**src/rtl/drt_params.svh**
```systemverilog
// constants of the dual reload down timer block
// Overview of operation
// - each timer holds a 32-bit software start value loaded on init or reload
// - start value c gives one interrupt every c+1 prescaled ticks
// - live-count pair reads back the present counter value
// - writing live count gives a one-off delay, then start value periods resume
// - each timer drives its own interrupt request, raised on underflow past zero
// - timer 0 dispatches through vector slot 0x26, timer 1 through 0x27
// - enabled timer decrements per tick, interrupts, reloads and keeps counting
// - shared 8-bit divider d gives a tick at master rate over d+1
// - enable bit 1 runs timer 1, bit 0 runs timer 0, one means on
`ifndef DRT_PARAMS_SVH
`define DRT_PARAMS_SVH
`define DRT_ADDR_W 8
`define DRT_OFS_CONFIG 8'h30
`define DRT_OFS_ENABLE 8'h31
`define DRT_OFS_T0_RELOAD_LO 8'h34
`define DRT_OFS_T0_RELOAD_HI 8'h35
`define DRT_OFS_T0_COUNT_LO 8'h36
`define DRT_OFS_T0_COUNT_HI 8'h37
`define DRT_OFS_T1_RELOAD_LO 8'h38
`define DRT_OFS_T1_RELOAD_HI 8'h39
`define DRT_OFS_T1_COUNT_LO 8'h3A
`define DRT_OFS_T1_COUNT_HI 8'h3B
`define DRT_OFS_IRQ_STATUS 8'h3C
`define DRT_OFS_IRQ_MASK 8'h3D
`define DRT_OFS_VECTOR 8'h3E
`define DRT_VEC_T0 8'h26
`define DRT_VEC_T1 8'h27
`define DRT_RST_CONFIG 8'h00
`define DRT_RST_ENABLE 2'h0
`define DRT_RST_VALUE 32'h0000_0000
`define DRT_RST_MASK 2'h0
`define DRT_RST_STATUS 2'h0
`define DRT_EN_T0_BIT 0
`define DRT_EN_T1_BIT 1
`endif

```
**src/rtl/drt_pkg.sv**
```systemverilog
// types of the dual reload down timer block
package drt_pkg;
    typedef struct packed {
        logic [7:0] addr;
        logic [15:0] wdata;
        logic wr;
        logic rd;
    } drt_bus_req_t;
    typedef struct packed {
        logic [1:0] irq;
        logic [7:0] vector;
    } drt_irq_out_t;
endpackage : drt_pkg

```
**src/rtl/drt_timer.sv**
```systemverilog
// dual 32-bit reload down timer with shared prescaler and register port
//
// Local design decisions: strobed register access and the register offsets.
`timescale 1ns/1ps
`include "drt_params.svh"
module drt_timer (
    // clock and reset
    input wire logic CLK_SYS,
    input wire logic RESET_N,
    // register port
    input wire drt_pkg::drt_bus_req_t BUS_REQ,
    output logic [15:0] RDATA,
    // interrupts
    output logic [1:0] TIMER_IRQ,
    output logic IRQ,
    output logic [7:0] IRQ_VECTOR
);
    import drt_pkg::*;

    logic [7:0] tick_prescale_divider_r;
    logic [7:0] prescale_cnt_r;
    logic tick;
    logic [1:0] run_bits_r;
    logic [1:0] run_prev_r;
    logic [31:0] reload_r [2];
    logic [31:0] timer_live_count_r [2];
    logic [1:0] underflow;
    logic [1:0] status_r;
    logic [1:0] mask_r;
    logic [7:0] vec_nxt;
    logic [1:0] clear_req;
    logic [1:0] status_nxt;
    logic [1:0] mask_nxt;

    function automatic logic [31:0] put_half(input logic [31:0] v, input logic hi,
                                              input logic [15:0] d);
        put_half = hi ? {d, v[15:0]} : {v[31:16], d};
    endfunction : put_half

    function automatic logic [15:0] get_half(input logic [31:0] v, input logic hi);
        get_half = hi ? v[31:16] : v[15:0];
    endfunction : get_half

    // one decode for every register write, so all writers agree on a hit
    function automatic logic wr_hit(input drt_bus_req_t r, input logic [7:0] ofs);
        wr_hit = r.wr && (r.addr == ofs);
    endfunction : wr_hit

    // prescaler: tick once every d+1 master cycles
    always_ff @(posedge CLK_SYS or negedge RESET_N) begin
        if (!RESET_N) begin
            prescale_cnt_r <= 8'h00;
        end else if (prescale_cnt_r >= tick_prescale_divider_r) begin
            prescale_cnt_r <= 8'h00;
        end else begin
            prescale_cnt_r <= prescale_cnt_r + 8'h01;
        end
    end
    assign tick = (prescale_cnt_r >= tick_prescale_divider_r);

    // divider register, shared by both timers
    always_ff @(posedge CLK_SYS or negedge RESET_N) begin
        if (!RESET_N) begin
            tick_prescale_divider_r <= `DRT_RST_CONFIG;
        end else if (wr_hit(BUS_REQ, `DRT_OFS_CONFIG)) begin
            tick_prescale_divider_r <= BUS_REQ.wdata[7:0];
        end
    end

    // run bits, one per timer
    always_ff @(posedge CLK_SYS or negedge RESET_N) begin
        if (!RESET_N) begin
            run_bits_r <= `DRT_RST_ENABLE;
        end else if (wr_hit(BUS_REQ, `DRT_OFS_ENABLE)) begin
            run_bits_r[`DRT_EN_T0_BIT] <= BUS_REQ.wdata[`DRT_EN_T0_BIT];
            run_bits_r[`DRT_EN_T1_BIT] <= BUS_REQ.wdata[`DRT_EN_T1_BIT];
        end
    end

    // run bits one cycle late: a 0->1 step loads the start value before any count
    always_ff @(posedge CLK_SYS or negedge RESET_N) begin
        if (!RESET_N) begin
            run_prev_r <= `DRT_RST_ENABLE;
        end else begin
            run_prev_r <= run_bits_r;
        end
    end

    // interrupt mask; the interrupt output follows its next value, so it never lags
    assign mask_nxt = wr_hit(BUS_REQ, `DRT_OFS_IRQ_MASK) ? BUS_REQ.wdata[1:0] : mask_r;
    always_ff @(posedge CLK_SYS or negedge RESET_N) begin
        if (!RESET_N) begin
            mask_r <= `DRT_RST_MASK;
        end else begin
            mask_r <= mask_nxt;
        end
    end

    // underflow: counter at zero when an enabled tick arrives
    always_comb begin
        for (int i = 0; i < 2; i++) begin
            underflow[i] = run_bits_r[i] && run_prev_r[i] && tick
                && (timer_live_count_r[i] == 32'h0000_0000);
        end
    end

    // the two timers; a bus write to the live count beats a same-cycle tick
    for (genvar g = 0; g < 2; g++) begin : g_tmr
        localparam logic [7:0] OFS_RL = g ? `DRT_OFS_T1_RELOAD_LO : `DRT_OFS_T0_RELOAD_LO;
        localparam logic [7:0] OFS_RH = g ? `DRT_OFS_T1_RELOAD_HI : `DRT_OFS_T0_RELOAD_HI;
        localparam logic [7:0] OFS_CL = g ? `DRT_OFS_T1_COUNT_LO : `DRT_OFS_T0_COUNT_LO;
        localparam logic [7:0] OFS_CH = g ? `DRT_OFS_T1_COUNT_HI : `DRT_OFS_T0_COUNT_HI;
        always_ff @(posedge CLK_SYS or negedge RESET_N) begin
            if (!RESET_N) begin
                reload_r[g] <= `DRT_RST_VALUE;
            end else if (wr_hit(BUS_REQ, OFS_RL)) begin
                reload_r[g] <= put_half(reload_r[g], 1'b0, BUS_REQ.wdata);
            end else if (wr_hit(BUS_REQ, OFS_RH)) begin
                reload_r[g] <= put_half(reload_r[g], 1'b1, BUS_REQ.wdata);
            end
        end
        always_ff @(posedge CLK_SYS or negedge RESET_N) begin
            if (!RESET_N) begin
                timer_live_count_r[g] <= `DRT_RST_VALUE;
            end else if (wr_hit(BUS_REQ, OFS_CL)) begin
                timer_live_count_r[g] <= put_half(timer_live_count_r[g], 1'b0,
                                                  BUS_REQ.wdata);
            end else if (wr_hit(BUS_REQ, OFS_CH)) begin
                timer_live_count_r[g] <= put_half(timer_live_count_r[g], 1'b1,
                                                  BUS_REQ.wdata);
            end else if (run_bits_r[g] && !run_prev_r[g]) begin
                timer_live_count_r[g] <= reload_r[g];
            end else if (underflow[g]) begin
                timer_live_count_r[g] <= reload_r[g];
            end else if (run_bits_r[g] && tick) begin
                timer_live_count_r[g] <= timer_live_count_r[g] - 32'h0000_0001;
            end
        end
    end

    // sticky status, set wins over write-one-to-clear so no underflow is lost
    assign clear_req = wr_hit(BUS_REQ, `DRT_OFS_IRQ_STATUS) ? BUS_REQ.wdata[1:0] : 2'h0;
    assign status_nxt = (status_r & ~clear_req) | underflow;
    always_ff @(posedge CLK_SYS or negedge RESET_N) begin
        if (!RESET_N) begin
            status_r <= `DRT_RST_STATUS;
        end else begin
            status_r <= status_nxt;
        end
    end

    // interrupt outputs; per-timer request is a one-cycle pulse
    always_comb begin
        if (underflow[0]) begin
            vec_nxt = `DRT_VEC_T0;
        end else if (underflow[1]) begin
            vec_nxt = `DRT_VEC_T1;
        end else begin
            vec_nxt = IRQ_VECTOR;
        end
    end

    always_ff @(posedge CLK_SYS or negedge RESET_N) begin
        if (!RESET_N) begin
            TIMER_IRQ <= 2'h0;
            IRQ <= 1'b0;
            IRQ_VECTOR <= `DRT_VEC_T0;
        end else begin
            TIMER_IRQ <= underflow;
            IRQ <= |(status_nxt & mask_nxt);
            IRQ_VECTOR <= vec_nxt;
        end
    end

    // read port, data one cycle after the strobe; unmapped reads give zero
    always_ff @(posedge CLK_SYS or negedge RESET_N) begin
        if (!RESET_N) begin
            RDATA <= 16'h0000;
        end else if (BUS_REQ.rd) begin
            case (BUS_REQ.addr)
                `DRT_OFS_CONFIG: RDATA <= {8'h00, tick_prescale_divider_r};
                `DRT_OFS_ENABLE: RDATA <= {14'h0000, run_bits_r};
                `DRT_OFS_T0_RELOAD_LO: RDATA <= get_half(reload_r[0], 1'b0);
                `DRT_OFS_T0_RELOAD_HI: RDATA <= get_half(reload_r[0], 1'b1);
                `DRT_OFS_T0_COUNT_LO: RDATA <= get_half(timer_live_count_r[0], 1'b0);
                `DRT_OFS_T0_COUNT_HI: RDATA <= get_half(timer_live_count_r[0], 1'b1);
                `DRT_OFS_T1_RELOAD_LO: RDATA <= get_half(reload_r[1], 1'b0);
                `DRT_OFS_T1_RELOAD_HI: RDATA <= get_half(reload_r[1], 1'b1);
                `DRT_OFS_T1_COUNT_LO: RDATA <= get_half(timer_live_count_r[1], 1'b0);
                `DRT_OFS_T1_COUNT_HI: RDATA <= get_half(timer_live_count_r[1], 1'b1);
                `DRT_OFS_IRQ_STATUS: RDATA <= {14'h0000, status_r};
                `DRT_OFS_IRQ_MASK: RDATA <= {14'h0000, mask_r};
                `DRT_OFS_VECTOR: RDATA <= {8'h00, IRQ_VECTOR};
                default: RDATA <= 16'h0000;
            endcase
        end else begin
            RDATA <= 16'h0000;
        end
    end
endmodule : drt_timer

```
**config.mk**
```make
export PLATFORM = sky130hd
export DESIGN_NAME = drt_timer
export DESIGN_NICKNAME = d
export VERILOG_FILES = /design/src/rtl/drt_pkg.sv /design/src/rtl/drt_timer.sv
export VERILOG_INCLUDE_DIRS = /design/src /design/src/rtl
export SDC_FILE = /design/constraint.sdc
export NUM_CORES = 1
export LEC_CHECK = 0
export BUFFER_PORTS_ARGS = -buffer_cell sky130_fd_sc_hd__buf_2
export CORE_MARGIN = 4
export CORE_UTILIZATION = 50
export CTS_BUF_LIST = sky130_fd_sc_hd__clkbuf_8
export DETAILED_ROUTE_END_ITERATION = 8
export GPL_ROUTABILITY_DRIVEN = 0
export HOLD_SLACK_MARGIN = 0.08
export PLACE_DENSITY = 0.7
export SETUP_SLACK_MARGIN = 0.2
export SLEW_MARGIN = 20
export SYNTH_ARGS = -nofsm -noshare
export SYNTH_HDL_FRONTEND = slang
export SYNTH_SLANG_ARGS = --single-unit
```
**constraint.sdc**
```tcl
create_clock -name CLK_SYS -period 2.65 [get_ports CLK_SYS]
set_input_delay 0.265 -clock CLK_SYS [delete_from_list [all_inputs] [get_ports CLK_SYS]]
set_output_delay 0.265 -clock CLK_SYS [all_outputs]
set_load 0.1 [all_outputs]
```
Word level (Yosys, flattened, before mapping)
Index checks and enable logic that the tools add are counted.
{"block": "classes", "n_reduce_logical": 38, "n_addsub": 3, "n_eq_ne": 15, "bitwise_logic": 8, "mux": 19, "order_cmp": 1}
{"operator": "$mux W32", "count": 8}
{"operator": "$pmux W16 S13", "count": 1}
{"operator": "$eq A8 B6 Y1 const B", "count": 13}
{"operator": "$mux W16", "count": 5}
{"operator": "$logic_not A32 Y1", "count": 2}
{"operator": "$sub A32 B1 Y32 const B", "count": 2}
{"operator": "$mux W8", "count": 3}
{"operator": "$logic_and A1 B1 Y1", "count": 22}
{"operator": "$reduce_bool A4 Y1", "count": 4}
{"operator": "$reduce_and A2 Y1", "count": 6}
{"operator": "$add A8 B1 Y8 const B", "count": 1}
{"operator": "$ge A8 B8 Y1", "count": 1}
{"operator": "$and A2 B2 Y2", "count": 2}
{"operator": "$mux W2", "count": 2}
{"operator": "$ne A2 B2 Y1 const B", "count": 2}
{"operator": "$not A1 Y1", "count": 4}
{"operator": "$logic_not A1 Y1", "count": 2}
{"operator": "$not A2 Y2", "count": 1}
{"operator": "$or A2 B2 Y2", "count": 1}
{"operator": "$reduce_bool A2 Y1", "count": 1}
{"operator": "$reduce_or A2 Y1", "count": 1}
{"block": "totals", "in_bits": 28, "register_bits": 179, "word_cells": 102, "out_inout_bits": 27}

Longest topological paths before layout
Gate-level depths: netlist of run 1.
{"block": "logic_depth", "word_depth": 8, "mapped_depth": 12, "depth_no_buf": 10}

Worst setup path after synthesis of run 1
OpenSTA, ideal clock, no wires.
{"block": "synth_path", "path_kind": "register to register", "start": "reg prescale_cnt_r[3]", "end": "reg timer_live_count_r[10] (netlist bit)", "setup_time_ns": 0.104, "path_buffers": 2, "stages_incl_launch_ff": 12, "required_ns": 2.546, "slack_ns": -0.025, "t_arrival_ns": 2.572, "path_cell_list": "dfrtp_1 > ha_1 > or4_1 > a21o_1 > and3_4 > buf_6 > o211ai_4 > inv_6 > nor2_8 > buf_6 > nand3_1 > a221oi_1"}
{"block": "synth_via", "elab_chain_cells": 7, "word_cells_on_any_way": 10, "cone_classes": "order compare: 1; mux: 4; reduce/logical: 5"}
{"element": "start: declaration", "line_no": "drt_timer.sv:21", "rtl": "logic [7:0] prescale_cnt_r;"}
{"element": "start signal: assignment", "line_no": "drt_timer.sv:56", "rtl": "prescale_cnt_r <= prescale_cnt_r + 8'h01;"}
{"element": "$ge A8 B8 Y1 (*)", "line_no": "drt_timer.sv:59", "rtl": "assign tick = (prescale_cnt_r >= tick_prescale_divider_r);"}
{"element": "$logic_and A1 B1 Y1 (*)", "line_no": "drt_timer.sv:102", "rtl": "underflow[i] = run_bits_r[i] && run_prev_r[i] && tick"}
{"element": "$logic_and A1 B1 Y1 (*)", "line_no": "drt_timer.sv:103", "rtl": "&& (timer_live_count_r[i] == 32'h0000_0000);"}
{"element": "named net underflow[1]", "line_no": "drt_timer.sv:27", "rtl": "logic [1:0] underflow;"}
{"element": "$mux W32", "line_no": "drt_timer.sv:133", "rtl": "end else if (underflow[g]) begin"}
{"element": "$mux W32", "line_no": "drt_timer.sv:131", "rtl": "end else if (run_bits_r[g] && !run_prev_r[g]) begin"}
{"element": "$mux W32", "line_no": "drt_timer.sv:128", "rtl": "end else if (wr_hit(BUS_REQ, OFS_CH)) begin"}
{"element": "$mux W16", "line_no": "drt_timer.sv:125", "rtl": "end else if (wr_hit(BUS_REQ, OFS_CL)) begin"}
{"element": "end signal: indexed assignment", "line_no": "drt_timer.sv:126", "rtl": "timer_live_count_r[g] <= put_half(timer_live_count_r[g], 1'b0,"}
{"element": "end signal: indexed assignment", "line_no": "drt_timer.sv:129", "rtl": "timer_live_count_r[g] <= put_half(timer_live_count_r[g], 1'b1,"}
{"element": "end signal: indexed assignment", "line_no": "drt_timer.sv:132", "rtl": "timer_live_count_r[g] <= reload_r[g];"}
{"element": "end: declaration", "line_no": "drt_timer.sv:26", "rtl": "logic [31:0] timer_live_count_r [2];"}
The timed path passes the listed nets; every way through them passes the cells marked *. The select of a mux whose other input is x is not followed.
A chain may end at the register's enable or synchronous reset.

Worst setup path after layout of run 1
{"block": "layout_path", "start": "reg tick_prescale_divider_r[1]", "end": "reg timer_live_count_r[23] (netlist bit)"}
{"block": "layout_via", "elab_chain_cells": 6, "word_cells_on_any_way": 9, "cone_classes": "order compare: 1; mux: 3; reduce/logical: 5"}
{"element": "start: declaration", "line_no": "drt_timer.sv:20", "rtl": "logic [7:0] tick_prescale_divider_r;"}
{"element": "start signal: assignment", "line_no": "drt_timer.sv:64", "rtl": "tick_prescale_divider_r <= `DRT_RST_CONFIG;"}
{"element": "start signal: assignment", "line_no": "drt_timer.sv:66", "rtl": "tick_prescale_divider_r <= BUS_REQ.wdata[7:0];"}
{"element": "$ge A8 B8 Y1 (*)", "line_no": "drt_timer.sv:59"}
{"element": "$logic_and A1 B1 Y1 (*)", "line_no": "drt_timer.sv:102"}
{"element": "$logic_and A1 B1 Y1 (*)", "line_no": "drt_timer.sv:103"}
{"element": "named net underflow[1]", "line_no": "drt_timer.sv:27"}
{"element": "$mux W32", "line_no": "drt_timer.sv:133"}
{"element": "$mux W32", "line_no": "drt_timer.sv:131"}
{"element": "$mux W32", "line_no": "drt_timer.sv:128"}
{"element": "end signal: indexed assignment", "line_no": "drt_timer.sv:129"}
{"element": "end signal: indexed assignment", "line_no": "drt_timer.sv:132"}
{"element": "end signal: indexed assignment", "line_no": "drt_timer.sv:134", "rtl": "timer_live_count_r[g] <= reload_r[g];"}
Marks and branches as above.

==> results of run 1 <==
## sequential cells by signal, summed over array words and instances (netlist names), 2 cells and up
name,count
RDATA,16
reload_r,64
prescale_cnt_r,8
TIMER_IRQ,2
run_bits_r,2
tick_prescale_divider_r,8
status_r,2
timer_live_count_r,64
mask_r,2
run_prev_r,2
## worst min-delay path, stage by stage
cell and delay [ns]:
buf_2 0.17, nand2_1 0.08, o211ai_1 0.08
## final cells by class
type                            count  area (um2)
Clock buffer                       20         275
Sequential cell                   172        4310
Multi-Input combinational cell    769        6060
Clock inverter                     12         111
Fill cell                        1603        7320
Inverter                           21        83.8
Timing Repair Buffer              198        1670
Tap cell                          270         338
## cell usage in the layout, fill, tap and decap left out, drive strengths merged, types with 26 or more instances in the layout
master,instances
a21oi,48
a22oi,51
buf,193
dfrtp,172
mux2,82
mux2i,26
nand2,68
nand3,39
nor2,63
nor3,37
o21ai,70
## cell families (layout without fill, tap and decap cells)
kind of cell,Yosys count,count (layout),synth area share [%]
flops,172,172,42.1
compound gates,276,276,18.3
xor+xnor,45,45,3.85
mux,122,122,14.6
simple gates,306,306,15.3
fa+ha+maj,13,13,1.59
buf+inv,99,251,4.23
other cells,2,7,0.0734
## layer usage
layer / wire length [um] / vias to the layer above / share of wire, %
met5: 0 / - / 0
met4: 1360 / 0 / 3.7
met3: 3540 / 144 / 9.8
met2: 17400 / 650 / 48
met1: 14000 / 4912 / 39
li1: - / 4154 / -
## power breakdown
group          switching [mW]  internal [mW]
clock network            1.07          0.829
registers               0.414           2.89
logic                    1.40           1.15
## path summary, 6_finish.rpt
kind | slack, ns | end | startpoint
max | -0.05 | timer_live_count_r[23]$_DFFE_PN0P_ | tick_prescale_divider_r[1]$_DFFE_PN0P_
min | 0.17 | timer_live_count_r[27]$_DFFE_PN0P_ | BUS_REQ[13]
max reg2reg | -0.05 | timer_live_count_r[23]$_DFFE_PN0P_ | tick_prescale_divider_r[1]$_DFFE_PN0P_
min reg2reg | 0.52 | status_r[0]$_DFF_PN0_ | status_r[0]$_DFF_PN0_
max in group asynchronous | 1.44 | timer_live_count_r[27]$_DFFE_PN0P_ | RESET_N
min in group asynchronous | 0.42 | RDATA[0]$_DFF_PN0_ | RESET_N
## what timing repair did
| action | in CTS | in global routing |
|---|---|---|
| endpoints found under the hold margin | 90 | 0 |
| gates cloned | 2 | 5 |
| hold buffers | 1 | 0 |
| pin swaps | 12 | 36 |
| setup endpoints to repair | 62 | 66 |
| gates resized for setup | 41 | 134 |
| buffers inserted | 24 | 4 |
==> impl_metrics.py, run 1 <==
metrics = {
    "synthesis": {
        "synth_cell_types": 76,
        "ys_warn_count": 0,
        "async_reset_ff_share_pct": 100,
        "yosys_most_used_dff": "dfrtp_1",
        "synth_top_cell_by_area": "dfrtp_1",
        "syn-mean-instance-area_um2": 9.89,
        "synthCells": 1035,
        "synth-edff-count": 0,
        "synth_common_cells": "dfrtp_1, mux2_2, o21ai_0",
        "ys_seq_elements": 172,
        "ys_seq_area_share_pct": 42.1,
        "netlist_top_cells_area": "dfrtp_1, mux2_2, a22oi_1",
        "netlist.area_leader.share_pct": 42.1,
        "synth.cell_area_mm2": 0.0102,
        "yosysMostFrequentCell": "dfrtp_1",
    },
    "critical_path": {
        "worstSetupEndpointType": "register",
        "worstPathArrival_ns": 3.07,
        "cp.depth": 11,
        "crit_type": "register to register",
        "cpPeakStageDelay_ns": 0.51,
        "worstSetupStartpointType": "register",
        "path_buf_inv": 3,
        "crit_fanout": 8,
        "cp.required_ns": 3.02,
        "rr_worst_depth": 11,
        "critPathSlowestCell": "or4_1",
        "crit_family": "simple AND/OR/NAND/NOR gates",
        "worstPathCellList": "inv_1 > ha_2 > or4_1 > a21o_1 > and3_4 > o211ai_4 > inv_6 > nor2_8 > buf_12 > mux2i_1 > o21ai_1",
    },
    "final_layout": {
        "area_growth_pct": 25.5,
        "drive_gt1_share_pct": 35.6,
        "stdcell_area_mm2": 0.0128,
        "antennaDiodeCount": 0,
        "nets": 1220,
        "fin_cells": 1462,
        "final_core_util_pct": 63.7,
    },
    "clocking": {
        "path_clk_slew_ns": 0.10,
        "clk_latency_ns": 0.49,
        "h-tree-depth": 4,
        "cts_root_buf": "clkbuf_8",
        "cts_tree": "done",
        "cts.path.max_buffers": 2,
        "clock-sinks": 172,
        "cts_made_buffers": 17,
    },
    "sta": {
        "tightest_slew_ns": 1.00,
        "min_period_over_period_pct": 102,
        "max-slew-margin-rel_pct": 32.8,
        "grt_setup_unrepaired": "yes",
        "fmax_ghz": 0.371,
        "hold_viol": 0,
        "fin_ws_ns": -0.0476,
        "period_needed_ns": 2.70,
        "final.setup.tns_ns": -0.135,
        "holdWs_ns": 0.165,
        "setup_viol": 6,
        "final_max_slew_viol_count": 0,
        "finalClockSkew_ns": 0.0135,
    },
    "die": {
        "die_w_um": 151,
        "start_util_pct": 50.7,
        "rows": 52,
        "io_pins": 55,
        "die_height_um": 151,
        "core_mm2": 0.0202,
        "dieArea_mm2": 0.0228,
    },
    "job": {
        "drv_cap": 0,
    },
    "outcome": {
        "status": "finished, violations left",
        "violations": "setup timing",
    },
    "worst_hold_path": {
        "hold_path_class": "primary input to register",
        "hold_depth": 3,
    },
    "grt": {
        "grt_busiest_layer": "met2",
        "grt.overflow.total": 0,
        "grtUsageTotal_pct": 30.7,
        "grt_first_pass_wirelength_um": 53500,
        "grt_use_met1_pct": 41.3,
        "grt_max_degree": 94,
        "met2_usage_pct": 50.1,
        "grt_pass1_vias": 9343,
        "antenna_found_initial": 0,
        "met3_usage_pct": 6.13,
    },
    "power": {
        "p_leak_nw": 5.86,
        "total_power_mw": 7.76,
        "powerDensity_mw_per_mm2": 604,
        "ir_drop_mv": 0.378,
    },
    "drt": {
        "viasPerCell": 6.74,
        "drc": 0,
        "drtAntennaViolNets": 0,
        "dr.pass1.iters": 9,
        "vias": 9860,
        "finalWirelength_um": 36300,
        "drt-wirelength-per-cell_um": 24.8,
        "first_iter_violations": 1273,
    },
    "place": {
        "place_area_mm2": 0.0115,
        "dp_hpwl_um": 23900,
        "dp.cells": 1394,
        "port-buffer-count": 47,
        "post-place-ws_ns": -0.119,
    },
}
No activity file was read; power rests on OpenSTA's default activity.
==> inputs of run 2 (changes only) <==
--- a/config.mk
+++ b/config.mk
@@ -7,6 +7,7 @@
 export NUM_CORES = 1
 export LEC_CHECK = 0
 export BUFFER_PORTS_ARGS = -buffer_cell sky130_fd_sc_hd__buf_2
+export CORE_ASPECT_RATIO = 0.8
 export CORE_MARGIN = 4
 export CORE_UTILIZATION = 50
 export CTS_BUF_LIST = sky130_fd_sc_hd__clkbuf_8
==> run 2 against run 1 <==
  * The flow still finishes with violations (setup timing)
  * Critical path type unchanged
  * Sequential share of layout area down 0.91 points
  * Register-to-register slack about the same
  * Largest cell class unchanged
  * Critical endpoint is now timer_live_count_r[34]$_DFFE_PN0P_
  * Die area about the same
  * Final area is 2.8% higher
  * Clock-buffer cell count is 2 lower
==> impl_metrics.py, run 2 (synthesized netlist as in run 1, its figures left out) <==
metrics = {
    "power": {
        "powerDensity_mw_per_mm2": 602,
        "p_clk_share_pct": 24.0,
        "p_leak_nw": 6.10,
        "switching_share_pct": 36.2,
        "comb_power_share_pct": 35.2,
        "cell_internal_pwr_mw": 5.06,
        "total_power_mw": 7.94,
        "switchingPower_mw": 2.88,
        "seq_power_share_pct": 40.8,
        "ir_drop_mv": 0.345,
    },
    "sta": {
        "final.setup.tns_ns": -0.322,
        "setup_viol": 16,
        "fin_ws_ns": -0.0528,
        "finalClockSkew_ns": 0.0163,
        "grt_setup_unrepaired": "yes",
        "tightest_slew_ns": 0.833,
        "hold_viol": 0,
        "period_needed_ns": 2.70,
        "max-slew-margin-rel_pct": 44.3,
        "fmax_ghz": 0.370,
        "min_period_over_period_pct": 102,
        "final_max_slew_viol_count": 0,
    },
    "clocking": {
        "clk_latency_ns": 0.47,
        "cts_root_buf": "clkbuf_8",
        "cts_made_buffers": 17,
        "path_clk_slew_ns": 0.10,
        "cts_tree": "done",
        "cts.path.max_buffers": 2,
        "h-tree-depth": 4,
        "clock-sinks": 172,
    },
    "drt": {
        "viasPerCell": 6.72,
        "vias": 10100,
        "drtAntennaViolNets": 0,
        "drc": 0,
        "drt-wirelength-per-cell_um": 24.6,
        "dr.pass1.iters": 7,
        "first_iter_violations": 1697,
        "finalWirelength_um": 37000,
    },
    "die": {
        "start_util_pct": 51.2,
        "dieArea_mm2": 0.0228,
        "die_w_um": 168,
        "io_pins": 55,
        "rows": 46,
        "die_height_um": 136,
        "core_mm2": 0.0200,
    },
    "final_layout": {
        "layout_common_cells": "dfrtp_1, buf_4, mux2_2, nand2_1, nor2_1",
        "nets": 1266,
        "fillers": 1535,
        "top_regs": "reload_r (64), timer_live_count_r (64), RDATA (16)",
        "layout_commonest_cell": "dfrtp_1",
        "drive_gt1_share_pct": 36.8,
        "fin_cells": 1502,
        "antennaDiodeCount": 0,
        "area_growth_pct": 29.0,
    },
    "critical_path": {
        "cp.required_ns": 3.03,
        "crit_fanout": 5,
        "worstSetupEndpointType": "register",
        "worstPathArrival_ns": 3.09,
        "worstSetupStartpointType": "register",
        "crit_type": "register to register",
    },
    "place": {
        "dp.cells": 1413,
        "post-place-ws_ns": -0.0314,
        "port-buffer-count": 47,
        "dp_hpwl_um": 24600,
    },
    "outcome": {
        "violations": "setup timing",
        "status": "finished, violations left",
    },
    "grt": {
        "grt.overflow.total": 0,
        "grt_max_degree": 62,
        "grtUsageTotal_pct": 30.4,
        "grt_pass1_vias": 8972,
        "antenna_found_initial": 0,
        "grt_first_pass_wirelength_um": 53600,
    },
    "job": {
        "drv_cap": 0,
    },
    "worst_hold_path": {
        "hold_path_class": "primary input to register",
    },
}
-- run 2: final cells by class --
| class | instances | area (um2) | area share (%) |
|---|---|---|---|
| clock buffers | 18 | 248 | 1.88 |
| clock inverters | 14 | 143 | 1.08 |
| inverters | 21 | 83.8 | 0.635 |
| multi-input cells | 769 | 6010 | 45.5 |
| flip-flops and latches | 172 | 4310 | 32.6 |
| well taps | 264 | 330 | 2.50 |
| repair buffers | 244 | 2080 | 15.8 |
-- run 2: power by group through the flow --
stage	combinational [mW]	clock (mW)	sequential (mW)
finish	2.79	1.91	3.24
global route	2.97	2.03	3.27
CTS	2.39	1.90	3.20
detailed placement	2.26	0	3.24
global placement	2.23	0	3.24
floorplan	1.37	0	3.18
-- run 2: worst max-delay path, cell delays in order (launching register included) --
cell and delay (ns):
dfrtp_1 0.43, ha_4 0.18, or4_4 0.54, a21o_1 0.20, and3_4 0.18, buf_4 0.15, o211ai_1 0.27, buf_4 0.19
buf_6 0.12, o21a_1 0.14, a21oi_1 0.05, a211oi_1 0.20
-- run 2: per-stage QoR --
step	hold WS [ns]	util, %	cell area [um2]
floorplan	-0.0306	-	10300
global placement	0.255	58.3	11600
detailed placement	0.251	58.3	11600
CTS	0.156	62.5	12500
global route	0.180	66.1	13200
finish	0.172	66.1	13200
-- run 2: path summary, 6_finish.rpt --
| path | start | to | slack (ns) | cells after the start |
|---|---|---|---|---|
| max in group asynchronous | RESET_N | reload_r[22]$_DFFE_PN0P_ | 1.61 | 3 |
| hold / removal | BUS_REQ[13] | timer_live_count_r[27]$_DFFE_PN0P_ | 0.17 | 3 |
| setup / recovery | prescale_cnt_r[1]$_DFF_PN0_ | timer_live_count_r[34]$_DFFE_PN0P_ | -0.05 | 11 |
| setup reg to reg | prescale_cnt_r[1]$_DFF_PN0_ | timer_live_count_r[34]$_DFFE_PN0P_ | -0.05 | 11 |
| hold reg to reg | status_r[0]$_DFF_PN0_ | status_r[0]$_DFF_PN0_ | 0.53 | 1 |
| min in group asynchronous | RESET_N | TIMER_IRQ[1]$_DFF_PN0_ | 0.31 | 2 |
-- run 2: repair_timing --
item | in CTS | in global routing
endpoints found under the setup margin | 66 | 67
setup buffers | 23 | 26
resized for setup | 62 | 95
endpoints found under the hold margin | 51 | 0
cloned | 1 | 6
hold buffers | 1 | 0
pin swaps | 18 | 36
-- run 2: metal layers --
layer | wire length [um] | up-vias | global-route usage, %
met2 | 15300 | 765 | 42.6
met3 | 5020 | 129 | 7.99
met4 | 1120 | 0 | 9.01
met1 | 15600 | 4937 | 46.1
met5 | 0 | - | 0
li1 | - | 4262 | -
